==> src/eas_params.svh <==
// Constants for the serial EEPROM slave address front end.
// Assumes a single 200 MHz system clock and a bus clock well below it.
`ifndef EAS_PARAMS_SVH
`define EAS_PARAMS_SVH

// Device type code sits in the top nibble of the address byte.
`define EAS_TYPE_MSB 7
`define EAS_TYPE_LSB 4
`define EAS_HW_MSB 3
`define EAS_HW_LSB 1
`define EAS_DIR_BIT 0
// Region select in the first word address byte.
`define EAS_REGION_BIT 7
// Byte-in-page field of the captured address.
`define EAS_PAGE_BITS 5
// Glitch filter length in system clocks (spike limit 50 ns).
`define EAS_SPIKE_NS 50
`define EAS_CLK_MHZ 200
`define EAS_FILT_CYC ((`EAS_SPIKE_NS * `EAS_CLK_MHZ + 999) / 1000)
// Reset value of the hardware slave address.
`define EAS_HW_ADDR_RST 3'h0

`endif

==> src/eas_pkg.sv <==
// Types shared by the address front end.
// Assumes the params header is included by the design.
`default_nettype none

package eas_pkg;

    typedef enum logic [2:0] {
        EAS_IDLE = 3'b000,
        EAS_DEV = 3'b001,
        EAS_WA1 = 3'b011,
        EAS_WA2 = 3'b010,
        EAS_DATA = 3'b110,
        EAS_WAIT = 3'b111
    } eas_state_t;

    // Decoded command handed to the array or configuration logic.
    typedef struct packed {
        logic read;
        logic cfg;
        logic [13:0] addr;
    } eas_cmd_t;

    // Open-drain pin: level seen, level driven, enable low when driving.
    typedef struct packed {
        logic in;
        logic out;
        logic oe_n;
    } eas_pin_t;

endpackage : eas_pkg

`default_nettype wire

==> src/eas_front.sv <==
// Two-wire slave front end: start/stop detection, address match, word
// address capture and acknowledge drive.
// Assumes the bus master meets the bus timing and the array logic
// supplies the busy level and read bits on the system clock.
`include "eas_params.svh"
`default_nettype none

module eas_front #(
    parameter int ADDR_BITS = 14,
    parameter logic [3:0] TYPE_CODE = 4'h5 // Arbitrary value.
) (
    // System clock and reset.
    input wire logic mclk_i,
    input wire logic reset_n_i,
    // Bus pins; the clock pin is input only.
    input wire logic scl_i,
    input wire logic sda_i,
    output logic sda_o,
    output logic sda_oe_n_o,
    // Configuration and status from the array logic.
    input wire logic [2:0] slave_address_config_register_i,
    input wire logic prog_busy_i,
    input wire logic rd_bit_i,
    // Decoded command.
    output eas_pkg::eas_cmd_t cmd_o,
    output logic cmd_valid_o,
    output logic wr_bit_valid_o,
    output logic wr_bit_o,
    output logic rd_bit_req_o,
    output logic stop_o,
    output logic [`EAS_PAGE_BITS-1:0] page_byte_o
);
    import eas_pkg::*;

    function automatic logic addr_match(input logic [7:0] b,
                                        input logic [2:0] hw,
                                        input logic [3:0] tc);
        addr_match = (b[`EAS_TYPE_MSB:`EAS_TYPE_LSB] == tc) &&
                     (b[`EAS_HW_MSB:`EAS_HW_LSB] == hw);
    endfunction : addr_match

    ////////////////////////////////////////////////////////////////////
    // Synchronisers and glitch filter.
    localparam int FILT = (`EAS_FILT_CYC < 1) ? 1 : `EAS_FILT_CYC;
    localparam int FW = $clog2(FILT + 1);
    logic [1:0] scl_sync_ff, sda_sync_ff;
    logic scl_ff, sda_ff, scl_q_ff, sda_q_ff;
    logic [FW-1:0] scl_cnt_ff, sda_cnt_ff;

    always_ff @(posedge mclk_i) begin
        if (!reset_n_i) begin
            scl_sync_ff <= 2'h3;
            sda_sync_ff <= 2'h3;
        end else begin
            scl_sync_ff <= {scl_sync_ff[0], scl_i};
            sda_sync_ff <= {sda_sync_ff[0], sda_i};
        end
    end

    // glitch filter
    // A level must hold FILT clocks; shorter spikes are swallowed.
    always_ff @(posedge mclk_i) begin
        if (!reset_n_i) begin
            scl_ff <= 1'b1;
            sda_ff <= 1'b1;
            scl_cnt_ff <= '0;
            sda_cnt_ff <= '0;
        end else begin
            if (scl_sync_ff[1] == scl_ff) begin
                scl_cnt_ff <= '0;
            end else if (scl_cnt_ff == FW'(FILT - 1)) begin
                scl_ff <= scl_sync_ff[1];
                scl_cnt_ff <= '0;
            end else begin
                scl_cnt_ff <= scl_cnt_ff + FW'(1);
            end
            if (sda_sync_ff[1] == sda_ff) begin
                sda_cnt_ff <= '0;
            end else if (sda_cnt_ff == FW'(FILT - 1)) begin
                sda_ff <= sda_sync_ff[1];
                sda_cnt_ff <= '0;
            end else begin
                sda_cnt_ff <= sda_cnt_ff + FW'(1);
            end
        end
    end

    always_ff @(posedge mclk_i) begin
        if (!reset_n_i) begin
            scl_q_ff <= 1'b1;
            sda_q_ff <= 1'b1;
        end else begin
            scl_q_ff <= scl_ff;
            sda_q_ff <= sda_ff;
        end
    end

    logic scl_rise, scl_fall, start_det, stop_det;
    assign scl_rise = scl_ff & ~scl_q_ff;
    assign scl_fall = ~scl_ff & scl_q_ff;
    assign start_det = scl_ff & scl_q_ff & sda_q_ff & ~sda_ff;
    assign stop_det = scl_ff & scl_q_ff & ~sda_q_ff & sda_ff;

    ////////////////////////////////////////////////////////////////////
    // Bit and byte framing.
    eas_state_t state_ff, nxt_state;
    logic [7:0] shift_ff;
    logic [3:0] bit_cnt_ff;
    logic ack_slot, byte_done, read_ff, cfg_ff, ack_drive_ff;
    logic [ADDR_BITS-1:0] addr_ff;
    logic [7:0] next_byte;

    assign ack_slot = (bit_cnt_ff == 4'h8);
    assign next_byte = {shift_ff[6:0], sda_ff};
    assign byte_done = scl_rise && (bit_cnt_ff == 4'h7);

    always_ff @(posedge mclk_i) begin
        if (!reset_n_i || start_det || stop_det) begin
            bit_cnt_ff <= 4'h0;
            shift_ff <= 8'h00;
        end else if (scl_fall && bit_cnt_ff == 4'h9) begin
            bit_cnt_ff <= 4'h0;
        end else if (scl_rise && bit_cnt_ff != 4'h9) begin
            // The ninth rise is the acknowledge pulse; it is counted only.
            if (!ack_slot) begin
                shift_ff <= next_byte;
            end
            bit_cnt_ff <= bit_cnt_ff + 4'h1;
        end
    end

    ////////////////////////////////////////////////////////////////////
    // Command state machine.
    always_comb begin
        nxt_state = state_ff;
        case (state_ff)
            EAS_IDLE: nxt_state = EAS_IDLE;
            EAS_DEV: begin
                if (byte_done) begin
                    if (!addr_match(next_byte,
                            slave_address_config_register_i, TYPE_CODE) ||
                        prog_busy_i) begin
                        nxt_state = EAS_IDLE;
                    end else if (next_byte[`EAS_DIR_BIT]) begin
                        nxt_state = EAS_DATA;
                    end else begin
                        nxt_state = EAS_WA1;
                    end
                end
            end
            EAS_WA1: if (byte_done) nxt_state = EAS_WA2;
            EAS_WA2: if (byte_done) nxt_state = EAS_DATA;
            EAS_DATA: begin
                if (read_ff && scl_rise && ack_slot && sda_ff) begin
                    nxt_state = EAS_WAIT;
                end
            end
            EAS_WAIT: nxt_state = EAS_WAIT;
            default: nxt_state = EAS_IDLE;
        endcase
        if (start_det) begin
            nxt_state = EAS_DEV;
        end else if (stop_det) begin
            nxt_state = EAS_IDLE;
        end
    end

    always_ff @(posedge mclk_i) begin
        if (!reset_n_i) begin
            state_ff <= EAS_IDLE;
        end else begin
            state_ff <= nxt_state;
        end
    end

    always_ff @(posedge mclk_i) begin
        if (!reset_n_i) begin
            read_ff <= 1'b0;
            cfg_ff <= 1'b0;
            addr_ff <= '0;
        end else if (byte_done) begin
            case (state_ff)
                EAS_DEV: read_ff <= next_byte[`EAS_DIR_BIT];
                EAS_WA1: begin
                    cfg_ff <= next_byte[`EAS_REGION_BIT];
                    addr_ff[ADDR_BITS-1:8] <= next_byte[ADDR_BITS-9:0];
                end
                EAS_WA2: if (!cfg_ff) addr_ff[7:0] <= next_byte;
                default: addr_ff <= addr_ff;
            endcase
        end
    end

    ////////////////////////////////////////////////////////////////////
    // Acknowledge and read drive.
    logic ack_need, drive_low_ff;
    assign ack_need = byte_done &&
        ((state_ff == EAS_DEV && nxt_state != EAS_IDLE) ||
         state_ff == EAS_WA1 || state_ff == EAS_WA2 ||
         (state_ff == EAS_DATA && !read_ff));

    // hold low whole ack
    // Changes follow a clock fall so the line is stable while high.
    always_ff @(posedge mclk_i) begin
        if (!reset_n_i || start_det || stop_det) begin
            ack_drive_ff <= 1'b0;
            drive_low_ff <= 1'b0;
        end else begin
            if (ack_need) begin
                ack_drive_ff <= 1'b1;
            end else if (scl_fall && bit_cnt_ff == 4'h9) begin
                ack_drive_ff <= 1'b0;
            end
            if (scl_fall) begin
                if (ack_slot) begin
                    drive_low_ff <= ack_drive_ff;
                end else if (state_ff == EAS_DATA && read_ff) begin
                    drive_low_ff <= ~rd_bit_i;
                end else begin
                    drive_low_ff <= 1'b0;
                end
            end
        end
    end

    assign sda_o = 1'b0;
    assign sda_oe_n_o = ~drive_low_ff;

    ////////////////////////////////////////////////////////////////////
    // Command outputs.
    always_ff @(posedge mclk_i) begin
        if (!reset_n_i) begin
            cmd_valid_o <= 1'b0;
            wr_bit_valid_o <= 1'b0;
            wr_bit_o <= 1'b0;
            rd_bit_req_o <= 1'b0;
            stop_o <= 1'b0;
        end else begin
            cmd_valid_o <= byte_done && ((state_ff == EAS_WA2) ||
                (state_ff == EAS_DEV && nxt_state == EAS_DATA));
            wr_bit_valid_o <= scl_rise && !ack_slot &&
                              state_ff == EAS_DATA && !read_ff;
            wr_bit_o <= sda_ff;
            rd_bit_req_o <= scl_fall && state_ff == EAS_DATA && read_ff;
            stop_o <= stop_det;
        end
    end

    assign cmd_o = '{read: read_ff, cfg: cfg_ff, addr: 14'(addr_ff)};
    assign page_byte_o = addr_ff[`EAS_PAGE_BITS-1:0];

endmodule : eas_front

`default_nettype wire

==> config.mk <==
export PLATFORM = sky130hd
export DESIGN_NAME = eas_front
export DESIGN_NICKNAME = d
export VERILOG_FILES = /design/src/eas_pkg.sv /design/src/eas_front.sv
export VERILOG_INCLUDE_DIRS = /design/src
export SDC_FILE = /design/constraint.sdc
export NUM_CORES = 1
export LEC_CHECK = 0
export BUFFER_PORTS_ARGS = -buffer_cell sky130_fd_sc_hd__buf_2
export CELL_PAD_IN_SITES_DETAIL_PLACEMENT = 0
export CELL_PAD_IN_SITES_GLOBAL_PLACEMENT = 1
export CORE_ASPECT_RATIO = 0.75
export CORE_MARGIN = 1
export CORE_UTILIZATION = 42
export CTS_CLUSTER_SIZE = 24
export DETAILED_ROUTE_END_ITERATION = 8
export PLACE_DENSITY_LB_ADDON = 0.1
export SETUP_SLACK_MARGIN = 0.5
export SYNTH_ARGS = -nofsm -noshare
export SYNTH_HDL_FRONTEND = slang
export SYNTH_SLANG_ARGS = --single-unit
==> constraint.sdc <==
create_clock -name mclk_i -period 2.2 [get_ports mclk_i]
set_clock_uncertainty 0.2 [all_clocks]
set_input_delay 0.44 -clock mclk_i [delete_from_list [all_inputs] [get_ports mclk_i]]
set_output_delay 0.44 -clock mclk_i [all_outputs]
set_load 0.005 [all_outputs]
* Word level (Yosys, flattened, before mapping)
Index checks and enable logic that the tools add are counted.
** Storage, ports and cells
- Bits of input ports :: 9
- Word-level logic and storage cells :: 113
- Register bits after elaboration :: 53
- Output and inout port bits :: 28
** Operators by class
- $add $sub $neg :: 3
- Bitwise operators :: 19
- Mux-type cells :: 13
- Eq/ne operators :: 16
- Reduce and logical (&&, ||, !) cells :: 40
** Operator list (number)
- 3-bit two-way mux :: 8
- 1-bit logical AND :: 18
- 4-bit equality test, second input constant :: 4
- 3-bit case mux with 5 select lines :: 1
- 4-bit by 1-bit adder with 4-bit output, second input constant :: 3
- 1-bit inverter :: 12
- 3-bit equality test, second input constant :: 3
- 4-bit by 3-bit equality test with 1-bit output, second input constant :: 2
- 2-bit AND reduction :: 4
- 1-bit AND :: 7
- 1-bit logical OR :: 7
- 3-bit by 2-bit equality test with 1-bit output, second input constant :: 2
- 3-bit AND reduction :: 2
- 3-bit OR reduction :: 2
- 1-bit zero test :: 4
- 1-bit two-way mux :: 4
- 4-bit inequality test, second input constant :: 1
- 3-bit by 1-bit equality test with 1-bit output, second input constant :: 1
- 3-bit equality test :: 1
- 3-bit nonzero test :: 1
- 1-bit equality test :: 2
- 2-bit nonzero test :: 1
- 2-bit OR reduction :: 1

* Longest topological paths before layout
- Depth in word-level cells :: 16
- Depth in mapped cells :: 8
- Gate-level depth less buffers :: 6

* Worst setup path before layout
OpenSTA, ideal clock, no wires.
- Kind :: register to register
- Start :: register bit_cnt_ff[0]
- End :: register addr_ff[8]
- Library setup time :: 0.072 ns
- Stages on the path, launching flop included :: 7
- Buffers on the path :: 1
- Clock period less this slack :: 1.698 ns
- Slack :: 0.502 ns
- Required time :: 1.928 ns
- Data arrival time :: 1.427 ns
- Path through :: dfxtp_1 > ha_1 > nand3b_2 > nor3_4 > and3_1 > buf_6 > mux2i_1
** On the way
- Word-level cells in the longest chain between the ends :: 3
** RTL lines
- start, declared :: RTL line eas_front.sv:108 : logic [3:0] bit_cnt_ff;
- start signal, assigned :: RTL line eas_front.sv:128 : bit_cnt_ff <= bit_cnt_ff + 4'h1;
- 4-bit by 3-bit equality test with 1-bit output :: RTL line eas_front.sv:115 : assign byte_done = scl_rise && (bit_cnt_ff == 4'h7);
- 1-bit logical AND :: RTL line eas_front.sv:115
- 2-bit AND reduction (no line)
- end signal, assigned by index :: RTL line eas_front.sv:186 : addr_ff[ADDR_BITS-1:8] <= next_byte[ADDR_BITS-9:0];
- end signal, assigned :: RTL line eas_front.sv:189 : default: addr_ff <= addr_ff;
- end, declared :: RTL line eas_front.sv:110 : logic [ADDR_BITS-1:0] addr_ff;
Every way passes these cells.
A chain may end at the register's enable or synchronous reset.

* Worst setup path in the final report
- Start :: register bit_cnt_ff[0]
- End :: register state_ff[1]
** On the way
- Word-level cells in the longest chain between the ends :: 7
- Elaborated cells between the ends (all ways) :: 12
- Those cells by class :: eq/ne: 2; mux: 7; reduce/logical: 3
** RTL lines
- 4-bit equality test :: RTL line eas_front.sv:113 : assign ack_slot = (bit_cnt_ff == 4'h8);
- 1-bit logical AND (2 in series) :: RTL line eas_front.sv:154 : if (read_ff && scl_rise && ack_slot && sda_ff) begin
- 3-bit two-way mux :: RTL line eas_front.sv:154
- 3-bit case mux with 5 select lines * :: RTL line eas_front.sv:136 : case (state_ff)
- 3-bit two-way mux * :: RTL line eas_front.sv:163 : end else if (stop_det) begin
- 3-bit two-way mux * :: RTL line eas_front.sv:161 : if (start_det) begin
- end signal, assigned :: RTL line eas_front.sv:172 : state_ff <= nxt_state;
- end, declared :: RTL line eas_front.sv:106 : eas_state_t state_ff, nxt_state;
Mark *: on every way between the ends. The rest lies on a longest branch, timed or not.

==> metrics.cfg <==
[synthesis]
ys_async_sr_fraction = 0
synth_area_mm2 = 0.002367
synth_cells = 256
ys_types = 44
ys_seq_area_frac = 0.4482
syn_avg_cell_area_um2 = 9.247
ys_seq_elements = 53
synth_fp_nets = 272
synth_common_cells = dfxtp_1 (53), nand2_1 (37), mux2i_1 (25), nor2_1 (25)
yosys_warnings = 0
synth_top_area_share = 0.4482
synth_edf_count = 0
synthFlopType = dfxtp_1
synth_area_leaders = dfxtp_1 (45%), mux2i_1 (11%), nand2_1 (5.9%)
yosys.area.top_type = dfxtp_1
synth.most_common_cell = dfxtp_1

[grt]
overflow = 0
grt_pass1_wl_mm = 7.438
antenna_found_initial = 0
grt_usage = 0.1656
grt_pass1_vias = 1536
grt_max_degree = 23

[sta]
rsz0062_at_grt = true
timing.fmax_ghz = 0.6044
finalHoldViolCount = 0
post-route-period-util = 0.7520
hold_ws_ns = 0.1073
fin_ws_ns = 0.5456
setup-violations-final = 0
tns_ns = 0
slew_viol_final = 0
period_needed_ns = 1.654

[setup_path]
ff2ff_path_depth = 5
crit_start = bit_cnt_ff[0]$_SDFFE_PP0P_
worst_setup_path_start_kind = flip-flop
critical_path.top_delay_family = simple AND/OR/NAND/NOR gates
slowest_delay_ns = 0.39
r2r_slack_ns = 0.55
r2r-start = bit_cnt_ff[0]$_SDFFE_PP0P_
crit_chain = ha_2 -> and3b_2 -> nand3_1 -> or3_1 -> a21oi_2
crit_required_ns = 2.24
arrival_ns = 1.70
path_buf_inv = 0
path_class = flip-flop to flip-flop
cp.depth = 5
r2r-end = state_ff[1]$_SDFF_PN0_
cp_slowest_cell = dfxtp_4
path_max_fanout = 7
worstSetupEndpointType = flip-flop
crit_end = state_ff[1]$_SDFF_PN0_

[place]
hpwl_mm = 3.210
numPortBuffers = 35
gp_congestion = 0.7842
placed_area_mm2 = 0.002565
dp.cells = 353
dpl_worst_slack_ns = 0.2585

[job]
maxCapViolations = 0

[power]
p_total_mw = 1.585
ir_drop_v = 0.0002990
pwr_density_cell_mw_per_mm2 = 573.9
p_leak_nw = 1.214

[cts]
cts_buffers = 5
cts_tree = done
clkSlewWorstSetupHoldPaths_ns = 0.10
cts.path.max_buffers = 2
htreeDepth = 2
clock-sinks = 53
worstSkewPairLatency_ns = 0.30
clock-root-buffer = clkbuf_8

[route]
drcViolationCount = 0
drt_iter0_markers = 88
avgViaCountPerCell = 4.896
first_pass_iters = 4
vias = 1787
wl_per_cell_um = 12.55
antenna_left = 0
wl_mm = 4.581

[die]
die-area_mm2 = 0.005944
die-height_um = 67.02
rows = 23
design.core.area_mm2 = 0.005381
io_pins = 37
initial_core_util = 0.4399
die_w_um = 88.69

[finish]
antenna_cells = 0
fin_cells = 365
final_area_mm2 = 0.002761
fin_nets = 305
drive_above_1_share = 0.2586
fill_cells = 540
fin_util = 0.5131
area_growth_pct = 16.65

[outcome]
status = finished clean

[hold_path]
min_path_type = input pin to flip-flop

## where the power goes
part	switching [mW]	total (mW)	internal, mW
Clock	0.325	0.581	0.256
Combinational	0.0257	0.0414	0.0157
Sequential	0.00237	0.963	0.960
Total	0.353	1.58	1.23
## final cells by class
cell class / count / area, um^2 / area share
Clock buffer: 6 / 82.58 / 0.02990
Clock inverter: 2 / 13.76 / 0.004984
Inverter: 9 / 33.78 / 0.01223
Multi-Input combinational cell: 174 / 1192 / 0.4318
Sequential cell: 53 / 1076 / 0.3897
Tap cell: 75 / 93.84 / 0.03398
Timing Repair Buffer: 46 / 269.0 / 0.09742
## state kept, by name, summed over array words and instances (netlist names)
| register | flops |
|---|---|
| state_ff | 3 |
| cfg_ff | 1 |
| scl_sync_ff | 2 |
| scl_q_ff | 1 |
| stop_o | 1 |
| sda_ff | 1 |
| sda_cnt_ff | 4 |
| rd_bit_req_o | 1 |
| sda_sync_ff | 2 |
| drive_low_ff | 1 |
| ack_drive_ff | 1 |
| shift_ff | 7 |
| cmd_valid_o | 1 |
| scl_cnt_ff | 4 |
| read_ff | 1 |
| wr_bit_valid_o | 1 |
| bit_cnt_ff | 4 |
| sda_q_ff | 1 |
| scl_ff | 1 |
| wr_bit_o | 1 |
| addr_ff | 14 |
## cell families after synthesis
kind of cell    after synthesis  synth area share
xor+xnor                     11           0.04070
other cells                   1          0.001584
simple gates                109            0.2379
compound gates               21           0.06238
flops                        53            0.4482
buf+inv                      29           0.06659
mux                          25            0.1057
fa+ha+maj                     7           0.03700
## how the worst min path moves through the flow
| stage | from | to | slack [ns] | depth (start not counted) |
|---|---|---|---|---|
| after global routing | scl_i | scl_sync_ff[0]$_SDFF_PN1_ | 0.11 | 2 |
| after floorplan | scl_sync_ff[0]$_SDFF_PN1_ | scl_sync_ff[1]$_SDFF_PN1_ | 0.19 | 1 |
| after CTS | scl_i | scl_sync_ff[0]$_SDFF_PN1_ | 0.1 | 2 |
| after detailed placement | scl_sync_ff[0]$_SDFF_PN1_ | scl_sync_ff[1]$_SDFF_PN1_ | 0.19 | 1 |
| final | sda_i | sda_sync_ff[0]$_SDFF_PN1_ | 0.11 | 2 |
| after global placement | sda_sync_ff[0]$_SDFF_PN1_ | sda_sync_ff[1]$_SDFF_PN1_ | 0.19 | 1 |
## cells in the final DEF (no fill, tap or decap), types with 2 or more instances in the layout
cell type and n:
a21oi_1 4, and3_1 3, and3b_2 2, buf_2 35, buf_4 8, buf_6 3
clkbuf_8 6, dfxtp_1 47, dfxtp_2 3, dfxtp_4 3, ha_1 5, ha_2 2
inv_1 8, mux2i_1 25, nand2_1 36, nand2b_1 7, nand3_1 7, nand3b_1 6
nand4b_1 2, nor2_1 24, nor2b_1 4, nor3_1 4, nor4_1 2, nor4b_1 2
o21ai_0 3, xnor2_1 7, xor2_1 4
## metal layers
metal	routed length [um]	vias up	track usage
li1	-	922	-
met1	2442	813	0.2479
met2	1873	45	0.2337
met3	226	7	0.03841
met4	38	0	0.04234
met5	0	-	0
## what timing repair did
action,CTS,global route
setup endpoints to repair,27,28
pin swaps,2,2
buffers inserted,1,3
hold buffers,0,0
gates cloned,0,0
resized for setup,5,20
(Power assumes the default switching activity.)
